<file path="src/inc/suspend_map.vh">
// Constants for the program/erase suspend controller
// Summary of operation
// - Program suspends in 7 us, then reads only; subsector erase in 15 us.
// - Sector and subsector erase suspend in 15 us; then all but excluded commands and a second suspend.
// - Erase suspended: refuse erases, status/config writes, OTP program.
// - Opcode 60h decodes as bulk erase, like the other bulk erase code.
`ifndef SUSPEND_MAP_VH
`define SUSPEND_MAP_VH

// ----------------------------------------------------------------
// Clock and timing
// ----------------------------------------------------------------
`define CLK_MHZ 100
`define ERS_TO_SUSP_TYP_US 150
`define PGM_TO_SUSP_TYP_US 5
`define SSE_TO_SUSP_TYP_US 50
`define PGM_SUSP_TYP_US 7
`define PGM_SUSP_MAX_US 25
`define SSE_SUSP_TYP_US 15
`define SSE_SUSP_MAX_US 30
`define ERS_SUSP_TYP_US 15
`define ERS_SUSP_MAX_US 30
`define PGM_SUSP_CYC (`PGM_SUSP_TYP_US * `CLK_MHZ)
`define SSE_SUSP_CYC (`SSE_SUSP_TYP_US * `CLK_MHZ)
`define ERS_SUSP_CYC (`ERS_SUSP_TYP_US * `CLK_MHZ)

// ----------------------------------------------------------------
// Opcodes
// ----------------------------------------------------------------
`define OP_PROGRAM 8'h02
`define OP_SUBSECTOR_ERASE 8'h20
`define OP_SECTOR_ERASE 8'hd8
`define OP_BULK_ERASE_A 8'hc7
`define OP_BULK_ERASE_B 8'h60
`define OP_SUSPEND 8'h75
`define OP_RESUME 8'h7a
`define OP_WRITE_STATUS 8'h01
`define OP_WRITE_NVCFG 8'hb1
`define OP_PROGRAM_OTP 8'h42
`define OP_READ 8'h03
`define OP_FAST_READ 8'h0b
`define OP_READ_STATUS 8'h05

// ----------------------------------------------------------------
// Operation kinds
// ----------------------------------------------------------------
`define KIND_NONE 3'h0
`define KIND_PGM 3'h1
`define KIND_SSE 3'h2
`define KIND_SE 3'h3
`define KIND_BE 3'h4

`endif

</file>
<file path="src/suspend_ctrl.v">
// Program/erase sequencer with suspend and resume control
`timescale 1ns/1ps
`default_nettype none
`include "suspend_map.vh"
module suspend_ctrl #(
    parameter PGM_CYC = 50000,
    parameter SSE_CYC = 100000,
    parameter SE_CYC = 200000,
    parameter BE_CYC = 400000
) (
    input wire mclk_in,
    input wire reset_in,
    input wire sclk_in,
    input wire cs_n_in,
    input wire mosi_in,
    output reg cmd_valid_out,
    output reg [7:0] cmd_byte_out,
    output reg cmd_reject_out,
    output reg busy_out,
    output reg suspended_out,
    output reg [2:0] op_kind_out,
    output reg done_out
);

// ----------------------------------------------------------------
// States
// ----------------------------------------------------------------
localparam [1:0] ST_IDLE = 2'b00;
localparam [1:0] ST_RUN = 2'b01;
localparam [1:0] ST_SUSP_WAIT = 2'b10;
localparam [1:0] ST_SUSP = 2'b11;
localparam [11:0] PGM_LAT = `PGM_SUSP_CYC;
localparam [11:0] SSE_LAT = `SSE_SUSP_CYC;
localparam [11:0] ERS_LAT = `ERS_SUSP_CYC;

reg [1:0] state_r;
reg [1:0] state_nxt;
reg [2:0] kind_r;
reg [2:0] kind_nxt;
reg [31:0] remain_r;
reg [31:0] remain_nxt;
reg [11:0] lat_r;
reg [11:0] lat_nxt;
reg acc_nxt;
reg rej_nxt;
reg done_nxt;

wire op_valid;
wire [7:0] op_byte;

cmd_shift_in u_rx (
    .mclk_in(mclk_in),
    .reset_in(reset_in),
    .sclk_in(sclk_in),
    .cs_n_in(cs_n_in),
    .mosi_in(mosi_in),
    .op_valid_out(op_valid),
    .op_byte_out(op_byte)
);

// ----------------------------------------------------------------
// Decoding
// ----------------------------------------------------------------
function [2:0] start_kind;
    input [7:0] op;
    begin
        if (op == `OP_PROGRAM)
            start_kind = `KIND_PGM;
        else if (op == `OP_SUBSECTOR_ERASE)
            start_kind = `KIND_SSE;
        else if (op == `OP_SECTOR_ERASE)
            start_kind = `KIND_SE;
        else if (op == `OP_BULK_ERASE_A || op == `OP_BULK_ERASE_B)
            start_kind = `KIND_BE;
        else
            start_kind = `KIND_NONE;
    end
endfunction

function is_read;
    input [7:0] op;
    begin
        is_read = (op == `OP_READ) || (op == `OP_FAST_READ) ||
                  (op == `OP_READ_STATUS);
    end
endfunction

function is_excluded;
    input [7:0] op;
    begin
        is_excluded = (op == `OP_SUBSECTOR_ERASE) ||
                      (op == `OP_SECTOR_ERASE) ||
                      (op == `OP_BULK_ERASE_A) ||
                      (op == `OP_BULK_ERASE_B) ||
                      (op == `OP_WRITE_STATUS) ||
                      (op == `OP_WRITE_NVCFG) ||
                      (op == `OP_PROGRAM_OTP);
    end
endfunction

function [31:0] op_length;
    input [2:0] k;
    begin
        case (k)
            `KIND_PGM: op_length = PGM_CYC;
            `KIND_SSE: op_length = SSE_CYC;
            `KIND_SE: op_length = SE_CYC;
            default: op_length = BE_CYC;
        endcase
    end
endfunction

function [11:0] susp_latency;
    input [2:0] k;
    begin
        case (k)
            `KIND_PGM: susp_latency = PGM_LAT;
            `KIND_SSE: susp_latency = SSE_LAT;
            default: susp_latency = ERS_LAT;
        endcase
    end
endfunction

// ----------------------------------------------------------------
// Sequencer
// ----------------------------------------------------------------
always @* begin
    state_nxt = state_r;
    kind_nxt = kind_r;
    remain_nxt = remain_r;
    lat_nxt = lat_r;
    acc_nxt = 1'b0;
    rej_nxt = 1'b0;
    done_nxt = 1'b0;
    case (state_r)
        ST_IDLE: begin
            if (op_valid) begin
                acc_nxt = 1'b1;
                if (start_kind(op_byte) != `KIND_NONE) begin
                    kind_nxt = start_kind(op_byte);
                    remain_nxt = op_length(start_kind(op_byte));
                    state_nxt = ST_RUN;
                end
            end
        end
        ST_RUN: begin
            if (remain_r <= 32'h1) begin
                remain_nxt = 32'h0;
                kind_nxt = `KIND_NONE;
                done_nxt = 1'b1;
                state_nxt = ST_IDLE;
            end else begin
                remain_nxt = remain_r - 32'h1;
            end
            if (op_valid) begin
                if (op_byte == `OP_SUSPEND && remain_r > 32'h1) begin
                    // Accepted at any time after start or resume while more than one cycle remains
                    acc_nxt = 1'b1;
                    lat_nxt = susp_latency(kind_r);
                    state_nxt = ST_SUSP_WAIT;
                end else if (op_byte == `OP_READ_STATUS) begin
                    acc_nxt = 1'b1;
                end else begin
                    rej_nxt = 1'b1;
                end
            end
        end
        ST_SUSP_WAIT: begin
            if (remain_r <= 32'h1) begin
                remain_nxt = 32'h0;
                kind_nxt = `KIND_NONE;
                done_nxt = 1'b1;
                state_nxt = ST_IDLE;
            end else begin
                remain_nxt = remain_r - 32'h1;
                if (lat_r <= 12'h1) begin
                    state_nxt = ST_SUSP;
                end else begin
                    lat_nxt = lat_r - 12'h1;
                end
            end
            if (op_valid) begin
                if (op_byte == `OP_READ_STATUS)
                    acc_nxt = 1'b1;
                else
                    rej_nxt = 1'b1;
            end
        end
        default: begin
            // Remaining count is held untouched while suspended
            if (op_valid) begin
                if (op_byte == `OP_RESUME) begin
                    acc_nxt = 1'b1;
                    state_nxt = ST_RUN;
                end else if (op_byte == `OP_SUSPEND) begin
                    rej_nxt = 1'b1;
                end else if (kind_r == `KIND_PGM) begin
                    if (is_read(op_byte))
                        acc_nxt = 1'b1;
                    else
                        rej_nxt = 1'b1;
                end else if (is_excluded(op_byte)) begin
                    rej_nxt = 1'b1;
                end else begin
                    acc_nxt = 1'b1;
                end
            end
        end
    endcase
end

// ----------------------------------------------------------------
// Registers and outputs
// ----------------------------------------------------------------
always @(posedge mclk_in) begin
    if (reset_in) begin
        state_r <= ST_IDLE;
        kind_r <= `KIND_NONE;
        remain_r <= 32'h0;
        lat_r <= 12'h000;
        cmd_valid_out <= 1'b0;
        cmd_byte_out <= 8'h00;
        cmd_reject_out <= 1'b0;
        busy_out <= 1'b0;
        suspended_out <= 1'b0;
        op_kind_out <= `KIND_NONE;
        done_out <= 1'b0;
    end else begin
        state_r <= state_nxt;
        kind_r <= kind_nxt;
        remain_r <= remain_nxt;
        lat_r <= lat_nxt;
        cmd_valid_out <= acc_nxt;
        cmd_reject_out <= rej_nxt;
        if (op_valid)
            cmd_byte_out <= op_byte;
        busy_out <= (state_nxt == ST_RUN) ||
                    (state_nxt == ST_SUSP_WAIT);
        suspended_out <= (state_nxt == ST_SUSP);
        op_kind_out <= kind_nxt;
        done_out <= done_nxt;
    end
end

endmodule
`default_nettype wire

</file>
<file path="src/cmd_shift_in.v">
// Serial opcode receiver sampled on the system clock
`timescale 1ns/1ps
`default_nettype none
module cmd_shift_in (
    input wire mclk_in,
    input wire reset_in,
    input wire sclk_in,
    input wire cs_n_in,
    input wire mosi_in,
    output reg op_valid_out,
    output reg [7:0] op_byte_out
);

// ----------------------------------------------------------------
// Synchronisers
// ----------------------------------------------------------------
reg [2:0] meta_r;
reg [2:0] sync_r;
reg sclk_d_r;
reg [3:0] cnt_r;
reg [6:0] sh_r;
reg first_r;
wire sclk_rise;

assign sclk_rise = sync_r[2] & ~sclk_d_r;

always @(posedge mclk_in) begin
    if (reset_in) begin
        // Idle levels: clock low, select high, so no false edge
        meta_r <= 3'h2;
        sync_r <= 3'h2;
        sclk_d_r <= 1'b0;
    end else begin
        meta_r <= {sclk_in, cs_n_in, mosi_in};
        sync_r <= meta_r;
        sclk_d_r <= sync_r[2];
    end
end

// ----------------------------------------------------------------
// First byte of each frame is the opcode
// ----------------------------------------------------------------
always @(posedge mclk_in) begin
    if (reset_in) begin
        cnt_r <= 4'h0;
        sh_r <= 7'h00;
        first_r <= 1'b1;
        op_valid_out <= 1'b0;
        op_byte_out <= 8'h00;
    end else begin
        op_valid_out <= 1'b0;
        if (sync_r[1]) begin
            cnt_r <= 4'h0;
            first_r <= 1'b1;
        end else if (sclk_rise) begin
            sh_r <= {sh_r[5:0], sync_r[0]};
            cnt_r <= cnt_r + 4'h1;
            if (cnt_r == 4'h7 && first_r) begin
                op_byte_out <= {sh_r, sync_r[0]};
                op_valid_out <= 1'b1;
                first_r <= 1'b0;
            end
        end
    end
end

endmodule
`default_nettype wire

</file>
<file path="config.mk">
export PLATFORM = sky130hd
export DESIGN_NAME = suspend_ctrl
export DESIGN_NICKNAME = d
export VERILOG_FILES = /design/src/suspend_ctrl.v /design/src/cmd_shift_in.v
export VERILOG_INCLUDE_DIRS = /design/src /design/src/inc
export SDC_FILE = /design/constraint.sdc
export NUM_CORES = 1
export LEC_CHECK = 0
export ABC_AREA = 1
export BUFFER_PORTS_ARGS = -buffer_cell sky130_fd_sc_hd__buf_2
export CAP_MARGIN = 25
export CELL_PAD_IN_SITES_DETAIL_PLACEMENT = 2
export CELL_PAD_IN_SITES_GLOBAL_PLACEMENT = 2
export CORE_UTILIZATION = 35
export CTS_CLUSTER_SIZE = 30
export DETAILED_ROUTE_END_ITERATION = 16
export HOLD_SLACK_MARGIN = 0.15
export PLACE_DENSITY_LB_ADDON = 0.1
export SYNTH_ARGS = -nofsm -noshare
export SYNTH_HDL_FRONTEND = slang
export SYNTH_SLANG_ARGS = --single-unit
</file>
<file path="constraint.sdc">
create_clock -name mclk_in -period 2.07 [get_ports mclk_in]
set_input_delay 0.3105 -clock mclk_in [delete_from_list [all_inputs] [get_ports mclk_in]]
set_output_delay 0.3105 -clock mclk_in [all_outputs]
set_load 0.005 [all_outputs]
</file>
==> flow_metrics.env, run 1 <==
export IMPL_status="finished, violations left"
export IMPL_violations="setup timing"
export IMPL_cp_arrival_ns=2.36
export IMPL_cts_root_buffer="clkbuf_16"
export IMPL_wl_met3_um=471
export IMPL_max_clock_path_buffers=2
export IMPL_synthAdderAreaFrac_pct=2.36
export IMPL_port_buffers=20
export IMPL_fp_dieW_um=125
export IMPL_grt_max_degree=44
export IMPL_synth_warnings=0
export IMPL_min_path_type="primary input to flip-flop"
export IMPL_die_h_um=125
export IMPL_synth_seq_cells=90
export IMPL_hold_viol_final=0
export IMPL_vdd_ir_drop_max_mv=0.467
export IMPL_num_fill_cells=1783
export IMPL_setup_viol=2
export IMPL_fin_hold_ws_ns=0.213
export IMPL_drv_cap=0
export IMPL_worst_skew_pair_late_latency_ns=0.36
export IMPL_vias=5616
export IMPL_path_class="flip-flop to flip-flop"
export IMPL_placed_area_mm2=0.00585
export IMPL_seq_power_share_pct=49.1
export IMPL_p_sw_share_pct=25.3
export IMPL_drt_pass1_iterations=4
export IMPL_pwr_share_comb_pct=1.9
export IMPL_n_antenna_cell=0
export IMPL_synth_xor_area_share_pct=3.30
export IMPL_stdcell_count=1072
export IMPL_crit_chain="nor2_1, inv_1, nor2_2, nand2_2, nor2_4, nand2_4, o211ai_1, nand3_1, nand2_1, inv_1, ha_1, inv_1, nor2_1"
export IMPL_cts_tree="done"
export IMPL_syn2layout_area_growth_pct=22.4
export IMPL_setup_worst_path_end_class="flip-flop"
export IMPL_max_slew_margin_pct=61.9
export IMPL_p_leak_nw=3.17
export IMPL_tightest_slew_ns=0.571
export IMPL_p_clk_share_pct=49.1
export IMPL_drive_gt1_share_pct=24.0
export IMPL_post_route_drc_count=0
export IMPL_worst_slack_ns=-0.0721
export IMPL_synthTopCellsByArea="dfxtp_1 (34%), nand2_1 (14%), nor2_1 (10%)"
export IMPL_postRouteAntennaNets=0
export IMPL_yosys_area_top_type_share_pct=34.0
export IMPL_slew_violations=0
export IMPL_fin_skew_ns=0.00889
export IMPL_power_density_mw_per_mm2=543
export IMPL_synth_area_mm2=0.00530
export IMPL_cts_max_level=3
export IMPL_synth_simple_area_share_pct=38.9
export IMPL_tns_ns=-0.0825
export IMPL_grt_pass1_vias=6082
export IMPL_synth_compound_area_share_pct=12.4
export IMPL_syn_inst=815
export IMPL_wl_per_cell_um=19.9
export IMPL_core_region_area_mm2=0.0146
export IMPL_postLayoutCellArea_mm2=0.00649
export IMPL_dr_first_iter_drc_count=201
export IMPL_synth_top_family_by_area="simple AND/OR/NAND/NOR gates"
export IMPL_drt_total_wl_mm=21.4
export IMPL_synth_avg_cell_area_um2=6.51
export IMPL_antenna_found_initial=0
export IMPL_cts_buffers=9
export IMPL_start_util_pct=36.2
export IMPL_post_place_cells=1042
export IMPL_path_buf_inv=3
export IMPL_grt_overflow=0
export IMPL_cts_clk_slew_worst_paths_ns=0.07
export IMPL_grt_pass1_wl_mm=31.8
export IMPL_syn_nets=830
export IMPL_p_int_mw=2.63
export IMPL_design_portCount=21
export IMPL_wl_met1_mm=8.93
export IMPL_fmaxAchievable_mhz=467
export IMPL_synthDistinctLibCells=38
export IMPL_track_usage_pct=26.0
export IMPL_path_max_fanout=6
export IMPL_wl_met2_mm=11.4
export IMPL_nNetsFinal=898
export IMPL_period_minus_slack_ns=2.14
export IMPL_cp_start_kind="flip-flop"
export IMPL_slowest_stage="dfxtp_1"
export IMPL_critical_path_required_ns=2.29
export IMPL_ys_seq_area_share_pct=34.0
export IMPL_top_layer="met4"
export IMPL_muxShareOfSynthArea_pct=0
export IMPL_dieArea_mm2=0.0156
export IMPL_fp_row_count=44
export IMPL_cts_num_sinks=90
export IMPL_place_congestion=0.826
export IMPL_slowest_delay_ns=0.32
export IMPL_fin_crit_sh_pct=103
export IMPL_hpwl_mm=14.6
export IMPL_rsz0062_at_grt="yes"
export IMPL_viasPerCell=5.24
export IMPL_crit_top_cell="inv_1"
export IMPL_p_sw_uw=893
export IMPL_cp_top_family="simple AND/OR/NAND/NOR gates"
export IMPL_yosysTopAreaCell="dfxtp_1"
[worst reg2reg max path: stages (launching register included)]
cell      delay (ns)
dfxtp_1         0.32
nor2_1          0.20
inv_1           0.10
nor2_2          0.15
nand2_2         0.08
nor2_4          0.16
nand2_4         0.11
o211ai_1        0.16
nand3_1         0.14
nand2_1         0.12
inv_1           0.06
ha_1            0.28
inv_1           0.07
nor2_1          0.05
[path summary, 6_finish.rpt]
path / start / to / slack [ns] / cells after the start
hold reg to reg: u_rx.meta_r[2]$_SDFF_PP0_ / u_rx.sync_r[2]$_SDFF_PP0_ / 0.42 / 2
hold / removal: mosi_in / u_rx.meta_r[0]$_SDFF_PP0_ / 0.21 / 3
setup reg to reg: remain_r[24]$_SDFFE_PP0P_ / busy_out$_SDFF_PP0_ / -0.07 / 13
setup / recovery: remain_r[24]$_SDFFE_PP0P_ / busy_out$_SDFF_PP0_ / -0.07 / 13
[state kept, by name, indices dropped and copies added, names as in the netlist, 2 cells and up]
| signal | count |
|---|---|
| remain_r | 32 |
| lat_r | 12 |
| cmd_byte_out | 8 |
| u_rx.op_byte_out | 8 |
| u_rx.sh_r | 7 |
| u_rx.cnt_r | 4 |
| kind_r | 3 |
| u_rx.meta_r | 3 |
| u_rx.sync_r | 3 |
| state_r | 2 |
[power groups by stage]
| stage | Clock, mW | Sequential (mW) | Combinational (mW) |
|---|---|---|---|
| 3_5_place_dp | 0 | 1.78 | 0.0628 |
| 2_1_floorplan | 0 | 1.78 | 0.0386 |
| 3_3_place_gp | 0 | 1.78 | 0.0599 |
| 4_1_cts | 1.78 | 1.74 | 0.0662 |
| 6_report | 1.73 | 1.73 | 0.0661 |
| 5_1_grt | 1.83 | 1.73 | 0.0732 |
[cell usage after synthesis, drive strengths merged]
| library cell | number |
|---|---|
| nand4 | 12 |
| nand3 | 38 |
| o21ai | 55 |
| inv | 88 |
| nor4 | 3 |
| nor3 | 16 |
| a2111o | 1 |
| nand2 | 222 |
| nand3b | 1 |
| ha | 10 |
| buf | 11 |
| xor2 | 12 |
| o21bai | 2 |
| nor2 | 163 |
| or2 | 6 |
| o31ai | 1 |
| xnor2 | 8 |
| o21a | 1 |
| o211ai | 1 |
| a21oi | 60 |
| clkinv | 1 |
| clkbuf | 13 |
| dfxtp | 90 |
[layout make-up]
| class | instances | area [um2] | share of cell area, % |
|---|---|---|---|
| multi-input cells | 612 | 3190 | 49.2 |
| flip-flops and latches | 90 | 1850 | 28.4 |
| repair buffers | 81 | 576 | 8.86 |
| inverters | 89 | 349 | 5.38 |
| clock buffers | 10 | 239 | 3.68 |
| well taps | 184 | 230 | 3.55 |
| clock inverters | 6 | 60.1 | 0.925 |
[metrics by stage]
stage	util (%)	power, mW	worst slack [ns]
floorplan	-	1.82	0.183
global placement	40.0	1.84	0.0551
detailed placement	40.0	1.85	-0.0326
CTS	42.4	3.58	-0.0414
global route	44.3	3.64	-0.226
finish	44.3	3.53	-0.0721
[layer usage]
layer  up-vias  GRT usage [%]
li1       2723              -
met1      2772           30.1
met2        80           49.2
met3        41           3.81
met4         0           7.32
met5         -              0
[layout by cell type, fill, tap and decap left out, drive strengths merged]
cell type / synthesis / routed
a2111o: 1 / 1
a21oi: 60 / 60
buf: 11 / 79
clkbuf: 13 / 10
clkinv: 1 / 1
dfxtp: 90 / 90
dlygate4sd3: 0 / 2
ha: 10 / 10
inv: 88 / 94
nand2: 222 / 222
nand3: 38 / 38
nand3b: 1 / 1
nand4: 12 / 12
nor2: 163 / 163
nor3: 16 / 16
nor4: 3 / 3
o211ai: 1 / 1
o21a: 1 / 1
o21ai: 55 / 55
o21bai: 2 / 2
o31ai: 1 / 1
or2: 6 / 6
xnor2: 8 / 8
xor2: 12 / 12
[kinds of logic (layout without fill, tap and decap cells)]
| group | after synthesis | count (layout) |
|---|---|---|
| compound gates | 121 | 121 |
| simple gates | 461 | 461 |
| fa+ha+maj | 10 | 10 |
| buf+inv | 113 | 186 |
| flops | 90 | 90 |
| xor+xnor | 20 | 20 |
[what timing repair did]
action,4_1_cts,5_1_grt
hold buffers,2,0
pin swaps,0,18
endpoints found under the setup margin,3,32
setup buffers,0,12
endpoints found under the hold margin,2,0
resized for setup,14,69
Note: power is estimated with default switching activity, not from simulation.
==> run 2: changes to the inputs <==
--- a/config.mk
+++ b/config.mk
@@ -6,12 +6,13 @@
 export SDC_FILE = /design/constraint.sdc
 export NUM_CORES = 1
 export LEC_CHECK = 0
-export ABC_AREA = 1
 export BUFFER_PORTS_ARGS = -buffer_cell sky130_fd_sc_hd__buf_2
 export CAP_MARGIN = 25
 export CELL_PAD_IN_SITES_DETAIL_PLACEMENT = 2
 export CELL_PAD_IN_SITES_GLOBAL_PLACEMENT = 2
+export CORE_ASPECT_RATIO = 0.9
 export CORE_UTILIZATION = 35
+export CTS_BUF_LIST = sky130_fd_sc_hd__clkbuf_8
 export CTS_CLUSTER_SIZE = 30
 export DETAILED_ROUTE_END_ITERATION = 16
 export HOLD_SLACK_MARGIN = 0.15
==> flow_metrics.env, run 2 <==
export IMPL_status="finished, violations left"
export IMPL_violations="setup timing"
export IMPL_worst_slack_ns=-0.664
export IMPL_dieArea_mm2=0.0139
export IMPL_drt_pass1_iterations=5
export IMPL_ff2ff_path_depth=9
export IMPL_yosysMostFrequentCell="dfxtp_1"
export IMPL_slowest_stage="or4_4"
export IMPL_track_usage_pct=32.0
export IMPL_viasPerCell=6.25
export IMPL_cts_tree="done"
export IMPL_path_max_fanout=6
export IMPL_rrSetupSlack_ns=-0.66
export IMPL_fin_hold_ws_ns=0.407
export IMPL_syn2layout_area_growth_pct=44.3
export IMPL_worst_skew_pair_late_latency_ns=0.41
export IMPL_path_class="flip-flop to flip-flop"
export IMPL_setup_worst_path_end_class="flip-flop"
export IMPL_synth_seq_cells=90
export IMPL_synth_common_cells="dfxtp_1 (90), nor2_1 (71), a21oi_1 (45), o21ai_0 (42), nand2_1 (32)"
export IMPL_synth_warnings=0
export IMPL_slowest_delay_ns=0.52
export IMPL_n_antenna_cell=0
export IMPL_fmaxAchievable_mhz=366
export IMPL_vdd_ir_drop_max_mv=0.275
export IMPL_seq_power_share_pct=54.7
export IMPL_rr_endpoint="remain_r[17]$_SDFFE_PP0P_"
export IMPL_yosysTopAreaCell="dfxtp_1"
export IMPL_crit_top_cell="buf_6"
export IMPL_yosys_area_top_type_share_pct=38.3
export IMPL_cts_max_level=3
export IMPL_synth_edf_count=0
export IMPL_drive_gt1_share_pct=42.1
export IMPL_port_buffers=20
export IMPL_drv_cap=0
export IMPL_fin_skew_ns=0.0173
export IMPL_synthFlopType="dfxtp_1"
export IMPL_tightest_slew_ns=0.746
export IMPL_p_int_mw=2.34
export IMPL_p_clk_share_pct=43.0
export IMPL_setup_viol=54
export IMPL_slew_violations=0
export IMPL_fin_util_pct=52.7
export IMPL_p_sw_share_pct=26.5
export IMPL_fin_total_pwr_mw=3.18
export IMPL_cts_clk_slew_worst_paths_ns=0.11
export IMPL_antenna_found_initial=0
export IMPL_p_leak_nw=2.65
export IMPL_cts_num_sinks=90
export IMPL_layout_commonest_cell="buf_4"
export IMPL_max_clock_path_buffers=2
export IMPL_fin_crit_sh_pct=132
export IMPL_hpwl_mm=12.4
export IMPL_synth_area_mm2=0.00470
export IMPL_start_util_pct=36.5
export IMPL_die_h_um=112
export IMPL_synth_avg_cell_area_um2=8.49
export IMPL_dr_first_iter_drc_count=386
export IMPL_reg_top3="remain_r: 32 flops, lat_r: 12 flops"
export IMPL_ys_seq_area_share_pct=38.3
export IMPL_power_density_mw_per_mm2=469
export IMPL_core_region_area_mm2=0.0129
export IMPL_final_cell_mix="buf_4 (122), dfxtp_1 (82), nor2_1 (58), nand2_1 (28), mux2i_1 (25)"
export IMPL_top_register="remain_r"
export IMPL_crit_chain="or4_4, or3_4, buf_6, o41ai_4, buf_6, buf_12, nor2_1, o21ai_1, a21oi_1"
export IMPL_grt_pass1_vias=5700
export IMPL_r2r_start="remain_r[26]$_SDFFE_PP0P_"
export IMPL_cts_root_buffer="clkbuf_8"
export IMPL_syn_inst=554
export IMPL_place_congestion=0.851
export IMPL_worstHoldStart="reset_in"
export IMPL_nNetsFinal=708
export IMPL_cp_start_kind="flip-flop"
export IMPL_grt_max_degree=63
export IMPL_async_flop_share_pct=0
export IMPL_fp_row_count=39
export IMPL_p_sw_uw=842
export IMPL_hold_depth=3
export IMPL_critical_path_required_ns=2.32
export IMPL_cp_arrival_ns=2.98
export IMPL_wl_per_cell_um=30.1
export IMPL_synthTopCellsByArea="dfxtp_1 (38%), nor2_1 (5.7%), mux2i_1 (5.3%)"
export IMPL_drt_total_wl_mm=25.9
export IMPL_postRouteAntennaNets=0
export IMPL_max_slew_margin_pct=50.2
export IMPL_min_path_type="primary input to flip-flop"
export IMPL_rsz0062_at_grt="yes"
export IMPL_cts_buffers=9
export IMPL_period_minus_slack_ns=2.73
export IMPL_post_route_drc_count=0
export IMPL_min_to="remain_r[2]$_SDFFE_PP0P_"
export IMPL_largest_reg_flops=32
export IMPL_pwr_share_comb_pct=2.2
export IMPL_hold_viol_final=0
export IMPL_design_portCount=21
export IMPL_vias=5384
export IMPL_syn_nets=569
export IMPL_grt_overflow=0
export IMPL_grt_pass1_wl_mm=33.3
export IMPL_fp_dieW_um=124
export IMPL_synthDistinctLibCells=69
==> run 2: cell count changes after synthesis, sizes merged, moves of 9 or more <==
cell | before | now
nand2 | 222 | 32
nor2 | 163 | 71
inv | 88 | 13
a21oi | 60 | 45
o21ai | 55 | 43
nor4 | 3 | 12
nand3 | 38 | 16
clkbuf | 13 | 22
mux2i | 0 | 25
nor2b | 0 | 15
==> run 2: logic make-up after synthesis <==
kind of cell / synth area share (%)
compound gates: 19.6
flops: 38.3
simple gates: 26.9
xor+xnor: 2.61
fa+ha+maj: 2.66
mux: 5.32
buf+inv: 4.60
==> run 2: worst max-delay path: cells and delay by family, from the launching register on <==
| family | cells | cell delay (ns) |
|---|---|---|
| compound gates | 3 | 0.76 |
| buf+inv | 3 | 0.49 |
| flops | 1 | 0.34 |
| simple gates | 3 | 0.98 |
==> run 2: final cells by class <==
class | count | area, um2
multi-input combinational | 415 | 3210
fill | 1320 | 6100
inverter | 14 | 52.6
sequential | 90 | 1810
clock inverter | 7 | 81.3
tap | 164 | 205
timing repair buffer | 163 | 1290
clock buffer | 9 | 124
==> run 2: power groups by stage <==
stage	clock network (mW)	logic (mW)	registers [mW]
floorplan	0	0.0334	1.78
detailed placement	0	0.0574	1.78
global route	1.42	0.0752	1.74
global placement	0	0.0557	1.78
CTS	1.37	0.0645	1.74
finish	1.37	0.0705	1.74
==> run 2: how the worst max path moves through the flow <==
stage / start / to / slack [ns] / cells past startpoint
floorplan: remain_r[26]$_SDFFE_PP0P_ / busy_out$_SDFF_PP0_ / -0.37 / 8
global placement: remain_r[26]$_SDFFE_PP0P_ / lat_r[8]$_SDFFE_PP0P_ / -0.35 / 7
detailed placement: remain_r[26]$_SDFFE_PP0P_ / busy_out$_SDFF_PP0_ / -0.45 / 8
CTS: remain_r[26]$_SDFFE_PP0P_ / busy_out$_SDFF_PP0_ / -0.45 / 7
global route: u_rx.op_byte_out[2]$_SDFFE_PP0P_ / lat_r[3]$_SDFFE_PP0P_ / -0.71 / 9
finish: remain_r[26]$_SDFFE_PP0P_ / remain_r[17]$_SDFFE_PP0P_ / -0.66 / 9
==> run 2: per-stage QoR <==
stage / area, um2 / TNS, ns / setup WS [ns] / std cells
2_1_floorplan: 4820 / -4.59 / -0.373 / 554
3_3_place_gp: 5820 / -10.98 / -0.346 / 821
3_5_place_dp: 5820 / -15.49 / -0.446 / 821
4_1_cts: 6380 / -16.05 / -0.446 / 855
5_1_grt: 6780 / -28.17 / -0.707 / 862
6_report: 6780 / -25.41 / -0.664 / 862
==> run 2: per-layer routing <==
| metal | wire [um] | share of wire [%] | track usage, % |
|---|---|---|---|
| met1 | 10600 | 41 | 38.9 |
| met2 | 12600 | 49 | 54.1 |
| met3 | 1360 | 5.2 | 5.58 |
| met4 | 1370 | 5.3 | 14.6 |
| met5 | 0 | 0 | 0 |
==> run 2: what timing repair did <==
action                                  CTS  global route
cloned                                    2             2
hold buffers                              3             0
endpoints found under the setup margin   54            54
pin swaps                                30            38
gates resized for setup                  52            76
endpoints found under the hold margin     3             0
buffers inserted                         14             7
